<file path="config.mk">
export PLATFORM = sky130hd
export DESIGN_NAME = pa_port
export DESIGN_NICKNAME = d
export VERILOG_FILES = /design/src/logic/pa_pkg.sv /design/src/logic/pa_port.sv
export VERILOG_INCLUDE_DIRS = /design/src /design/src/logic
export SDC_FILE = /design/constraint.sdc
export NUM_CORES = 1
export LEC_CHECK = 0
export ABC_AREA = 1
export BUFFER_PORTS_ARGS = -buffer_cell sky130_fd_sc_hd__buf_4
export CORE_ASPECT_RATIO = 1.25
export CORE_MARGIN = 2
export CORE_UTILIZATION = 41
export CTS_BUF_LIST = sky130_fd_sc_hd__clkbuf_4
export CTS_CLUSTER_SIZE = 24
export DETAILED_ROUTE_END_ITERATION = 6
export GPL_TIMING_DRIVEN = 1
export MAX_ROUTING_LAYER = met4
export PLACE_DENSITY_LB_ADDON = 0.2
export SLEW_MARGIN = 20
export SYNTH_ARGS = -nofsm -noshare
export SYNTH_HDL_FRONTEND = slang
export SYNTH_SLANG_ARGS = --single-unit
export TNS_END_PERCENT = 20
</file>
<file path="constraint.sdc">
create_clock -name clk_sys -period 1.6 [get_ports clk_sys]
set_input_delay 0.32 -clock clk_sys [delete_from_list [all_inputs] [get_ports clk_sys]]
set_output_delay 0.32 -clock clk_sys [all_outputs]
set_load 0.02 [all_outputs]
</file>
<file path="src/logic/pa_params.svh">
// offsets, field positions, reset values and counts for the port a pin control block
`ifndef PA_PARAMS_SVH
`define PA_PARAMS_SVH

// byte offsets on the register bus, one aligned word each
`define PA_OFF_PINS     5'h00
`define PA_OFF_LATCH    5'h04
`define PA_OFF_DIR      5'h08
`define PA_OFF_ANA      5'h0C
`define PA_OFF_CMP      5'h10
`define PA_OFF_CVR      5'h14
`define PA_OFF_OSC      5'h18

// reset values
`define PA_RST_LATCH    8'h00
`define PA_RST_DIR      8'hFF
`define PA_RST_ANA      8'h00
`define PA_RST_CMP      8'h07
`define PA_RST_CVR      8'h00

// analog pin config fields
`define PA_ANA_REFSEL_HI 5
`define PA_ANA_REFSEL_LO 4
`define PA_ANA_MAP_MSB  3
`define PA_ANA_WMASK    8'h3F
`define PA_ANA_DIG_LIM  4'h7

// comparator control fields
`define PA_CMP_RES2     7
`define PA_CMP_RES1     6
`define PA_CMP_C2INV    5
`define PA_CMP_C1INV    4
`define PA_CMP_MODE_MSB 2
`define PA_CMP_WMASK    8'h3F
`define PA_CMP_OFF      3'h7
`define PA_CMP_ROUTE    3'h3

// comparator reference control fields
`define PA_CVR_EN       7
`define PA_CVR_OE       6

// cycle clock divider: output is the top bit of this counter
`define PA_CYCLE_CLOCK_OUTPUT_CNT_W   2

`endif

</file>
<file path="src/logic/pa_pkg.sv">
// types shared by the port a pin control block
package pa_pkg;

  typedef enum logic [3:0]
  {
    PA_OSC_LP      = 4'h0,
    PA_OSC_XT      = 4'h1,
    PA_OSC_HS      = 4'h2,
    PA_OSC_RC      = 4'h3,
    PA_OSC_RC_IO      = 4'h4,
    PA_OSC_INT_CLKOUT = 4'h5,
    PA_OSC_INT_IO     = 4'h6,
    PA_OSC_EC         = 4'h7,
    PA_OSC_EC_IO      = 4'h8
  } pa_osc_mode_type;

  // avalon-mm request from the master
  typedef struct packed
  {
    logic        read;
    logic        write;
    logic [4:0]  address;
    logic [31:0] writedata;
    logic [3:0]  byteenable;
  } pa_avreq_type;

  // drive of the eight pins
  typedef struct packed
  {
    logic [7:0] out;
    logic [7:0] oe_n;
  } pa_pindrv_type;

endpackage

</file>
<file path="src/logic/pa_port.sv">
// port a pin control: eight-bit gpio port with analog, comparator and oscillator overrides
//
// What this block does
// - direction 0 drives the pin from the latch; analog selection leaves output alone
// - direction 1 samples the pin digitally, except while its analog function is on
// - after reset pins 0 to 3 and pin 5 sit in analog-input configuration
// - after reset pin 4 is a digital input
// - comparator one routed and direction 0 puts its result on pin 4
// - comparator two routed and direction 0 puts its result on pin 5
// - reference output on pin 2 disables its digital output and input
// - pin 6 is digital only in rc-io, internal-io and external-clock-io modes
// - rc, internal-clkout and external-clock modes drive cycle clock on pin 6
// - external oscillator modes disable the digital paths of pin 7
// - pins 6 and 7 read 0 in port, latch and direction when not i/o
// - oscillator, clock out and reference pins ignore their direction bit
// - unimplemented register bits read 0, top two of analog config included
// - pin 5 as input feeds its level to the serial port slave select
// - port read returns pin levels, port write updates the latch
// - latch register reads and writes the latched value, not the pins
// - direction 1 turns the driver off, direction 0 drives the latch
// - pins in analog configuration read 0 through the port register
//
// The register addresses and the Avalon-MM slave port are this design's own decisions.
`timescale 1ns/1ps
`include "pa_params.svh"

module pa_port
#(
  parameter pa_pkg::pa_osc_mode_type OSC_RST = pa_pkg::PA_OSC_INT_IO
)
(
  input  wire logic                 clk_sys,
  input  wire logic                 reset,
  input  wire pa_pkg::pa_avreq_type bus_req,
  output logic [31:0]               bus_readdata,
  output logic                      bus_waitrequest,
  input  wire logic [7:0]           pin_in,
  output pa_pkg::pa_pindrv_type     pin_drv,
  input  wire logic                 cmp1_result,
  input  wire logic                 cmp2_result,
  output logic [7:0]                analog_pin_mask,
  output logic                      timer_external_clock_in,
  output logic                      slave_select_n
);
  import pa_pkg::*;

  //////////////////////////////////////////////////////////////////////////////
  // state

  logic [7:0]      latch_ff;
  logic [7:0]      dir_ff;
  logic [7:0]      ana_cfg_ff;
  logic [7:0]      cmp_cfg_ff;
  logic [7:0]      cvr_ff;
  pa_osc_mode_type osc_ff;
  logic            ack_ff;
  logic [31:0]     readdata_ff;
  logic [7:0]      in_s1_ff;
  logic [7:0]      in_s2_ff;
  logic [7:0]      in_s3_ff;
  logic [7:0]      in_ff;
  logic [`PA_CYCLE_CLOCK_OUTPUT_CNT_W-1:0] clk_cnt_ff;
  pa_pindrv_type   drv_ff;
  logic [7:0]      ana_out_ff;
  logic            tmr_clk_ff;
  logic            ss_n_ff;

  logic            io6;
  logic            cyc_clk6;
  logic            io7;
  logic            cmp_on;
  logic            cmp_route;
  logic            c1_val;
  logic            c2_val;
  logic            refout;
  logic [3:0]      amap;
  logic [7:0]      ana_mask;
  logic [7:0]      dig_ok;
  logic [7:0]      io_mask;
  logic [7:0]      port_view;
  logic [7:0]      rd_byte;
  logic            wr_go;
  pa_pindrv_type   nxt_drv;

  //////////////////////////////////////////////////////////////////////////////
  // pin input synchroniser: a change counts once stages two and three agree

  always_ff @(posedge clk_sys)
  begin
    if (reset)
    begin
      in_s1_ff <= 8'h00;
      in_s2_ff <= 8'h00;
      in_s3_ff <= 8'h00;
    end
    else
    begin
      in_s1_ff <= pin_in;
      in_s2_ff <= in_s1_ff;
      in_s3_ff <= in_s2_ff;
    end
  end

  // per-bit acceptance of a stable level
  always_ff @(posedge clk_sys)
  begin
    if (reset)
      in_ff <= 8'h00;
    else
      in_ff <= (in_s2_ff & ~(in_s2_ff ^ in_s3_ff)) | (in_ff & (in_s2_ff ^ in_s3_ff));
  end

  //////////////////////////////////////////////////////////////////////////////
  // oscillator mode decode

  // pin 6 and pin 7 roles per oscillator mode
  always_comb
  begin
    io6      = (osc_ff == PA_OSC_RC_IO) || (osc_ff == PA_OSC_INT_IO)
            || (osc_ff == PA_OSC_EC_IO);
    cyc_clk6 = (osc_ff == PA_OSC_RC) || (osc_ff == PA_OSC_INT_CLKOUT)
            || (osc_ff == PA_OSC_EC);
    io7      = (osc_ff == PA_OSC_INT_IO) || (osc_ff == PA_OSC_INT_CLKOUT);
  end

  //////////////////////////////////////////////////////////////////////////////
  // analog, comparator and reference decode

  // comparator state, outputs with their inversion bits
  always_comb
  begin
    cmp_on    = cmp_cfg_ff[`PA_CMP_MODE_MSB:0] != `PA_CMP_OFF;
    cmp_route = cmp_cfg_ff[`PA_CMP_MODE_MSB:0] == `PA_CMP_ROUTE;
    c1_val    = cmp1_result ^ cmp_cfg_ff[`PA_CMP_C1INV];
    c2_val    = cmp2_result ^ cmp_cfg_ff[`PA_CMP_C2INV];
    refout    = cvr_ff[`PA_CVR_EN] & cvr_ff[`PA_CVR_OE];
    amap      = ana_cfg_ff[`PA_ANA_MAP_MSB:0];
  end

  // analog pins: channel k analog while the map value is below the limit less k
  always_comb
  begin
    ana_mask    = 8'h00;
    ana_mask[0] = (amap < `PA_ANA_DIG_LIM) | cmp_on;
    ana_mask[1] = (amap < (`PA_ANA_DIG_LIM - 4'h1)) | cmp_on;
    ana_mask[2] = (amap < (`PA_ANA_DIG_LIM - 4'h2)) | cmp_on
                | ana_cfg_ff[`PA_ANA_REFSEL_HI];
    ana_mask[3] = (amap < (`PA_ANA_DIG_LIM - 4'h3)) | cmp_on
                | ana_cfg_ff[`PA_ANA_REFSEL_LO];
    ana_mask[5] = amap < (`PA_ANA_DIG_LIM - 4'h4);
  end

  // pins with a digital path, and implemented register bits
  always_comb
  begin
    dig_ok    = 8'hFF;
    dig_ok[2] = ~refout;
    dig_ok[6] = io6;
    dig_ok[7] = io7;
    io_mask   = {io7, io6, 6'h3F};
  end

  //////////////////////////////////////////////////////////////////////////////
  // pin drive, one slice per pin

  genvar gi;
  generate
    for (gi = 0; gi < 8; gi++)
    begin : g_pin
      logic alt_en;
      logic alt_val;
      logic force_drv;
      assign alt_en    = ((gi == 4) | (gi == 5)) & cmp_route;
      assign alt_val   = (gi == 4) ? c1_val : c2_val;
      assign force_drv = (gi == 6) & cyc_clk6;
      // direction bit ignored for the clock output and disabled pins
      assign nxt_drv.oe_n[gi] = force_drv ? 1'b0 : (~dig_ok[gi] | dir_ff[gi]);
      assign nxt_drv.out[gi]  = force_drv ? clk_cnt_ff[`PA_CYCLE_CLOCK_OUTPUT_CNT_W-1]
                              : nxt_drv.oe_n[gi] ? 1'b0
                              : alt_en ? alt_val : latch_ff[gi];
      // input view: analog and disabled pins read 0
      assign port_view[gi] = dig_ok[gi] & ~ana_mask[gi] & in_ff[gi];
    end
  endgenerate

  // cycle clock divider, a quarter of the system clock
  always_ff @(posedge clk_sys)
  begin
    if (reset)
      clk_cnt_ff <= '0;
    else
      clk_cnt_ff <= clk_cnt_ff + 1'b1;
  end

  // registered pin drive
  always_ff @(posedge clk_sys)
  begin
    if (reset)
      drv_ff <= '{out: 8'h00, oe_n: 8'hFF};
    else
      drv_ff <= nxt_drv;
  end

  // registered peripheral outputs
  always_ff @(posedge clk_sys)
  begin
    if (reset)
    begin
      ana_out_ff <= 8'h00;
      tmr_clk_ff <= 1'b0;
      ss_n_ff    <= 1'b1;
    end
    else
    begin
      ana_out_ff <= ana_mask;
      tmr_clk_ff <= in_ff[4];
      ss_n_ff    <= dir_ff[5] ? in_ff[5] : 1'b1;
    end
  end

  assign pin_drv                 = drv_ff;
  assign analog_pin_mask         = ana_out_ff;
  assign timer_external_clock_in = tmr_clk_ff;
  assign slave_select_n          = ss_n_ff;

  //////////////////////////////////////////////////////////////////////////////
  // avalon-mm slave: one wait cycle, then the answer

  assign bus_waitrequest = (bus_req.read | bus_req.write) & ~ack_ff;
  assign wr_go           = ack_ff & bus_req.write & bus_req.byteenable[0];
  assign bus_readdata    = readdata_ff;

  // answer flag
  always_ff @(posedge clk_sys)
  begin
    if (reset)
      ack_ff <= 1'b0;
    else
      ack_ff <= (bus_req.read | bus_req.write) & ~ack_ff;
  end

  // read mux, unmapped and unimplemented bits read 0
  always_comb
  begin
    case (bus_req.address)
      `PA_OFF_PINS:  rd_byte = port_view;
      `PA_OFF_LATCH: rd_byte = latch_ff & io_mask;
      `PA_OFF_DIR:   rd_byte = dir_ff & io_mask;
      `PA_OFF_ANA:   rd_byte = ana_cfg_ff & `PA_ANA_WMASK;
      `PA_OFF_CMP:   rd_byte = {c2_val, c1_val, cmp_cfg_ff[5:0]};
      `PA_OFF_CVR:   rd_byte = cvr_ff;
      `PA_OFF_OSC:   rd_byte = {4'h0, osc_ff};
      default:       rd_byte = 8'h00;
    endcase
  end

  // read data captured in the wait cycle
  always_ff @(posedge clk_sys)
  begin
    if (reset)
      readdata_ff <= 32'h0000_0000;
    else if (bus_req.read & ~ack_ff)
      readdata_ff <= {24'h00_0000, rd_byte};
  end

  //////////////////////////////////////////////////////////////////////////////
  // software registers

  // output latch, written through either the port or the latch offset
  always_ff @(posedge clk_sys)
  begin
    if (reset)
      latch_ff <= `PA_RST_LATCH;
    else if (wr_go && ((bus_req.address == `PA_OFF_PINS)
                    || (bus_req.address == `PA_OFF_LATCH)))
      latch_ff <= bus_req.writedata[7:0];
  end

  // direction register, all inputs after reset
  always_ff @(posedge clk_sys)
  begin
    if (reset)
      dir_ff <= `PA_RST_DIR;
    else if (wr_go && (bus_req.address == `PA_OFF_DIR))
      dir_ff <= bus_req.writedata[7:0];
  end

  // analog configuration, top two bits never stored
  always_ff @(posedge clk_sys)
  begin
    if (reset)
      ana_cfg_ff <= `PA_RST_ANA;
    else if (wr_go && (bus_req.address == `PA_OFF_ANA))
      ana_cfg_ff <= bus_req.writedata[7:0] & `PA_ANA_WMASK;
  end

  // comparator and reference control
  always_ff @(posedge clk_sys)
  begin
    if (reset)
    begin
      cmp_cfg_ff <= `PA_RST_CMP;
      cvr_ff     <= `PA_RST_CVR;
    end
    else
    begin
      if (wr_go && (bus_req.address == `PA_OFF_CMP))
        cmp_cfg_ff <= bus_req.writedata[7:0] & `PA_CMP_WMASK;
      if (wr_go && (bus_req.address == `PA_OFF_CVR))
        cvr_ff <= bus_req.writedata[7:0];
    end
  end

  // oscillator mode selection
  always_ff @(posedge clk_sys)
  begin
    if (reset)
      osc_ff <= OSC_RST;
    else if (wr_go && (bus_req.address == `PA_OFF_OSC))
      osc_ff <= pa_osc_mode_type'(bus_req.writedata[3:0]);
  end
endmodule

</file>
==> metrics.txt, run 1 <==
clock skew=0.01620 ns; startpoint types=flip-flop; DR pass1 iterations=5; WL/cell=between 10 and 15 µm; ys flop type=dfxtp_1; RePlAce Congestion=0.9268; HP Start=pin_in[4]; TNS Setup=0 ns; area delta synth->final=18.88%; Tmin final=1.399 ns; mux cell area share after synthesis=0.2379%; clock root cell=clkbuf_4; DRC=0; Die Wd=94.61 µm; CP Cell Sequence=nor2_1, buf_4; routed wire length=9.994 mm; min-delay worst type=input pin to flip-flop; WHS Endpoint=in_s1_ff[4]$_SDFF_PP0_; Synth Area in Simple Gates=21.65%; Avg Cell Area, Syn=roughly 8 µm²; Clock Tree Buf Depth=2; reg2reg path depth=8; Core Region=10,050 µm²; total congestion overflow=0; Worst Path Arrival=1.08 ns; Critical Path RT=1.28 ns; Die Height=117.3 µm; max cap viols=0; dpl hpwl=~7.4 mm; CTS Hold Bufs=0; number of synthesized flops with an enable pin=0; Compound-Gate Fraction of Synth Area=between 10% and 20%; xor and xnor area share after synthesis=0.6244%; sw frac=approximately 24%; Setup CP Type=flip-flop to primary output; Seq cells post-synth=~110; final instance area=5002 µm²; later-pin clock latency in the skew report=0.47 ns; Final Setup Violations=0; pin count of the biggest net entering global routing=59; Total Power=around 4700 µW; worst hold stages=3; Power Internal=3606 µW; # resized after CTS=0; fin crit share=87.42%; placed cell area=4818 µm²; share of layout cells above drive strength 1=a little under a fifth; Reg2Reg Capture Point=bus_readdata[3]$_SDFFE_PP0P_; YS warnings=0; via/cell ratio=4.736; # diodes=0; initial antenna violation count=0; Final Util=between 40% and 50%; share of the synthesized area in the top cell type=50.43%; Slew Viols, Final=0; Async S/R FF share, synth=0%; Peak VDD IR=between 500 and 600 µV; buffers added on ports=59; library cells used by synthesis=32; status=finished clean; RSZ-0062 raised after global routing=no; Post-Syn Area=4208 µm²; FILL cells=1,023; main combinational cell family by area after synthesis=simple AND/OR/NAND/NOR gates; pwr dens=approximately 950 nW/µm²; Initial DRC Count=~180; H-tree depth=3; Initial Utilization=41.85%; Worst path top cell family by delay=flip-flops; Max Freq=714.9 MHz; post-CTS setup buffer count=0; adder-cell share of the synthesized area=0%; Num CTS Buffers=9; CTS tree=built; die area=11,090 µm²; WP buf/inv=1; slowest stage delay, CP=between 0.4 and 0.5 ns; slowest stage cell on the critical path=dfxtp_1; global-route wire length before repair=15.99 mm; sequential power share=57.0%; worst r2r src=cmp_cfg_ff[1]$_SDFFE_PP1P_; worst reg2reg setup slack=0.23 ns; num ports=114; Max Fanout on Critical Path=4; vias in the first global route=3,220; Fin. Hold Viols=0; Synth area leaders=dfxtp_1 (50%), nor2_1 (7.6%), nand2_1 (7.1%), inv_1 (6.2%), a21oi_1 (5.1%); Clock transition at path regs=roughly 0.15 ns; sequential-to-total area share from yosys stat=50.43%; # clock sinks=roughly 110; via count=3,557; Rows=41; nets=672; Worst Setup End Kind=primary output; Mapped Cells=540; total leakage power=roughly 0.0022 µW; clock group share of total power=35.2%; Total GRT Usage=about a fifth; area leader, netlist=dfxtp_1; Switch Pwr=1144 µW; Post-DRT Antenna Nets=0; combinational power share=7.8%
layout make-up:
class | count | area, µm² | share of cell area [%]
clock buffer | 9 | 67.56 | 1.351
clock inverter | 7 | 116.4 | 2.326
inverter | 72 | 270.3 | 5.403
multi-input combinational | 347 | 1644 | 32.87
sequential | 106 | 2122 | 42.42
tap | 129 | 161.4 | 3.227
timing repair buffer | 81 | 620.6 | 12.41
worst register-to-register path, cell delays in order, from the launching register on:
cell and delay (ns):
dfxtp_1 0.39, nand3_1 0.13, nor2_1 0.20, nand2_1 0.10, nor2_1 0.12, a21oi_1 0.11, nand2_1 0.10, nand2_1 0.06
a21oi_1 0.11
layout by cell type (no fill, tap or decap), types with 6 or more instances in the layout:
cell type	n
nor2_2	6
nor3_1	7
buf_4	80
o211ai_1	14
nor2_1	85
inv_1	69
o21ai_0	43
nand3_1	11
a21oi_1	43
dfxtp_1	106
conb_1	27
nand2_1	80
clkbuf_4	9
cells in the mapped netlist (3+ instances only):
| master | n |
|---|---|
| clkbuf_1 | 10 |
| nand2_1 | 80 |
| nand3_1 | 11 |
| buf_4 | 28 |
| nor2_4 | 3 |
| dfxtp_1 | 106 |
| o21ai_1 | 5 |
| nor3_1 | 7 |
| o21ai_0 | 43 |
| nor2_1 | 85 |
| nand3_2 | 4 |
| o211ai_1 | 14 |
| nand4_1 | 4 |
| nor2_2 | 6 |
| a21oi_1 | 43 |
| inv_1 | 70 |
layer usage:
metal  wire (µm)  global-route usage [%]
met1        4285                   23.48
met2        4755                   30.83
met3         475                   3.265
met4         478                   12.37
met5           0                       -
sequential cells by signal (all words and copies together) (netlist names), 2 cells and up, named ones only:
| name | count |
|---|---|
| bus_readdata | 8 |
| pin_drv | 16 |
| osc_ff | 4 |
| clk_cnt_ff | 2 |
| dir_ff | 8 |
| latch_ff | 8 |
| cmp_cfg_ff | 6 |
| analog_pin_mask | 5 |
| in_s2_ff | 8 |
| ana_cfg_ff | 6 |
| in_s3_ff | 8 |
| in_s1_ff | 8 |
| cvr_ff | 8 |
worst max path at each step:
stage,depth (start not counted),endpoint,slack [ns],startpoint
final,2,bus_waitrequest,0.20,ack_ff$_SDFF_PP0_
after global routing,8,bus_readdata[3]$_SDFFE_PP0P_,0.04,cmp_cfg_ff[1]$_SDFFE_PP1P_
after CTS,5,latch_ff[6]$_SDFFE_PP0P_,0.13,ack_ff$_SDFF_PP0_
after detailed placement,9,bus_readdata[3]$_SDFFE_PP0P_,-0.02,bus_req[37]
after global placement,7,latch_ff[6]$_SDFFE_PP0P_,0.001,bus_req[37]
after floorplan,6,latch_ff[4]$_SDFFE_PP0P_,0.27,ack_ff$_SDFF_PP0_
kinds of logic after synthesis:
kind of cell / Yosys count
mux: 1
buf+inv: 113
compound gates: 110
xor+xnor: 3
simple gates: 206
other cells: 1
flops: 106
power groups by stage:
stage | clock [µW] | sequential [µW] | combinational, µW
final | 1670 | 2710 | 370
after floorplan | 0 | 2770 | 242
after detailed placement | 0 | 2760 | 370
after CTS | 1720 | 2710 | 372
after global routing | 1820 | 2710 | 407
after global placement | 0 | 2760 | 364
through the flow:
step / hold slack [ns] / instances / setup slack (ns)
floorplan: 0.3795 / 566 / 0.2667
global placement: 0.3896 / 735 / 0.001336
detailed placement: 0.3938 / 735 / -0.01739
CTS: 0.01471 / 751 / 0.1264
global route: 0.03226 / 751 / 0.04414
finish: 0.04517 / 751 / 0.2013
Note: power is estimated with default switching activity, not from simulation.
==> run 2: changes to the inputs <==
--- a/config.mk
+++ b/config.mk
@@ -6,7 +6,7 @@
 export SDC_FILE = /design/constraint.sdc
 export NUM_CORES = 1
 export LEC_CHECK = 0
-export ABC_AREA = 1
+export ABC_AREA = 0
 export BUFFER_PORTS_ARGS = -buffer_cell sky130_fd_sc_hd__buf_4
 export CORE_ASPECT_RATIO = 1.25
 export CORE_MARGIN = 2
==> metrics.txt, run 2 <==
Clock transition at path regs=0.16 ns (about the same); Slew Viols, Final=0 (unchanged); pwr dens=844.9 nW/µm² (-11%); initial antenna violation count=1 (+1); top sig layer=met4; FILL cells=972 (-5.0%); TNS Setup=0 ns (unchanged); Initial Utilization=42.14% (+0.30 points); num ports=114 (unchanged); Post-Syn Area=4259 µm² (+1.2%); most frequent cells in the layout=dfxtp_1 (104), buf_4 (91), nor2_1 (39), nor2b_1 (38), nand2_1 (36); WL/cell=14.75 µm (+11%); worst-margin pin slew=0.5081 ns; synth cell count leaders=dfxtp_1 (106), nor2_1 (39), nor2b_1 (38), nand2_1 (36), buf_4 (28); CTS Hold Bufs=0 (unchanged); fin crit share=97.15% (+9.7 points); area delta synth->final=20.71%; Placed Cells=650 (-12%); total congestion overflow=0 (unchanged); Seq cells post-synth=106 (unchanged); Final Setup Violations=0 (unchanged); Worst Path Arrival=1.94 ns (+0.86 ns); buffers added on ports=59 (unchanged); post-CTS setup buffer count=0 (unchanged); placed cell area=4969 µm² (+3.1%); pin count of the biggest net entering global routing=62 (+5.1%); max reg flops=16 (unchanged); ys flop type=dfxtp_1; startpoint types=flip-flop; Avg Cell Area, Syn=9.444 µm² (+21%); dpl hpwl=7.127 mm (-4.2%); routed wire length=9.839 mm (-1.6%); share of layout cells above drive strength 1=25.51% (+6.7 points); later-pin clock latency in the skew report=0.46 ns (about the same); Max-slew headroom=65.59%; via/cell ratio=5.030 (+6.2%); Critical Path RT=1.99 ns (+0.71 ns); Max Freq=643.4 MHz (-10%); Clock Tree Buf Depth=2 (unchanged); Worst Setup End Kind=flip-flop; met3 WL=510 µm (+7.4%); CTS tree=built; Core Region=10,110 µm² (+0.51%); Tmin final=1.554 ns (+0.1556 ns); total leakage power=0.002092 µW (-5.0%); Rows=41 (unchanged); status=finished clean; Num CTS Buffers=9 (unchanged); nets=587 (-13%); DR pass1 iterations=4 (-1); max cap viols=0 (unchanged); global-route wire length before repair=15.46 mm (-3.4%); H-tree depth=3 (unchanged); sequential-to-total area share from yosys stat=49.82% (-0.61 points); YS warnings=0 (unchanged); vias in the first global route=2,995 (-7.0%); count leader, synth=dfxtp_1; Async S/R FF share, synth=0% (unchanged); Total GRT Usage=18.68% (-0.98 points); RSZ-0062 raised after global routing=no; # clock sinks=106 (unchanged); Cell Count, Final, Fillers Out=667 (-11%); worst hold slack=0.05040 ns (+0.005230 ns); library cells used by synthesis=49 (+53%); clock skew=0.02066 ns (+0.004461 ns); final instance area=5141 µm² (+2.8%); Synth area leaders=dfxtp_1 (50%), mux2i_1 (5.9%), nor2b_1 (5.6%), buf_4 (4.9%), nor2_1 (3.4%); wl on met1=4.244 mm (-0.96%); Fin. Hold Viols=0 (unchanged); RePlAce Congestion=0.8654 (-6.6%); Mapped Cells=451 (-16%); DRC=0 (unchanged); area leader, netlist=dfxtp_1; Setup CP Type=flip-flop to flip-flop; clock root cell=clkbuf_4; die area=11,220 µm² (+1.2%); min-delay worst type=input pin to flip-flop; via count=3,355 (-5.7%); metal2 WL=4.903 mm (+3.1%); number of synthesized flops with an enable pin=0 (unchanged); Post-DRT Antenna Nets=0 (unchanged); Die Height=118.0 µm (+0.58%); Peak VDD IR=483.4 µV (-3.5%); most common cell after layout, fill and taps aside=dfxtp_1; Max Fanout on Critical Path=4 (unchanged); share of the synthesized area in the top cell type=49.82% (-0.61 points); Initial DRC Count=263 (+47%); Die Wd=95.16 µm (+0.58%)
-- run 2: changes by cell type in the layout (fill, tap and decap cells not counted), sizes merged, moves of 6 or more --
| cell | previous run | this run |
|---|---|---|
| inv | 73 | 10 |
| nor2 | 95 | 40 |
| nand2 | 82 | 36 |
| nor2b | 0 | 38 |
| mux2i | 1 | 25 |
| o21ai | 48 | 27 |
| a21oi | 43 | 25 |
| a211o | 0 | 14 |
| buf | 81 | 95 |
| o211ai | 14 | 1 |
| nand3 | 16 | 5 |
| or2 | 0 | 7 |
| a221oi | 0 | 6 |
-- run 2: worst max-delay path, cell delays in order (launching register included) --
cell and delay [ns]:
dfxtp_2 0.36, buf_4 0.14, nand2b_2 0.20, or3_4 0.38, buf_4 0.15, a221oi_1 0.25
-- run 2: worst paths after layout --
path	to	slack [ns]	start	cells past startpoint
worst max register to register	bus_readdata[3]$_SDFFE_PP0P_	0.05	ack_ff$_SDFF_PP0_	5
worst min-delay path	in_s1_ff[2]$_SDFF_PP0_	0.05	pin_in[2]	2
worst min register to register	clk_cnt_ff[0]$_SDFF_PP0_	0.45	clk_cnt_ff[0]$_SDFF_PP0_	1
worst max-delay path	bus_readdata[3]$_SDFFE_PP0P_	0.05	ack_ff$_SDFF_PP0_	5
-- run 2: cell families after synthesis --
logic type / count (synthesis) / share of synthesized area, %
AO/OA/AOI/OAI: 93 / 14.07
XOR/XNOR: 4 / 0.8227
buffers and inverters: 59 / 8.049
flip-flops: 106 / 49.82
multiplexers: 27 / 6.669
other: 1 / 0.08805
AND/OR/NAND/NOR: 161 / 20.48
-- run 2: timing repair --
action	in CTS	in global routing
pin swaps	0	0
resized for setup	5	8
endpoints found under the setup margin	5	5
gates cloned	0	0
-- run 2: cell type report --
cell class                      instances  area [µm²]  share of cell area (%)
Antenna cell                            1       2.502                 0.04867
Tap cell                              129       161.4                   3.139
Clock buffer                           10       75.07                   1.460
Sequential cell                       106        2125                   41.32
Timing Repair Buffer                   95       763.2                   14.85
Inverter                                8       30.03                  0.5841
Multi-Input combinational cell        312        1934                   37.62
Clock inverter                          6       50.05                  0.9735
-- run 2: layer usage --
layer / global-route usage [%] / up-vias
met1: 23.51 / 1567
li1: - / 1680
met4: 7.609 / 0
met5: - / -
met3: 3.073 / 11
met2: 29.53 / 97
-- run 2: per-stage QoR --
| step | utilization [%] | power [µW] | setup slack, ns |
|---|---|---|---|
| after floorplan | - | 3029 | -0.1922 |
| after CTS | 50.55 | 4408 | 0.007347 |
| final | 50.87 | 4344 | 0.04568 |
| after global routing | 50.87 | 4522 | 0.002022 |
| after global placement | 49.16 | 3143 | -0.3930 |
| after detailed placement | 49.16 | 3148 | -0.4185 |
-- run 2: where the power goes --
group          leakage, µW  internal (µW)  total (µW)  switching (µW)
logic              0.00116            161         399             238
registers         0.000863           2680        2700            16.6
clock network    0.0000705            358        1240             886
total              0.00209           3200        4340            1140
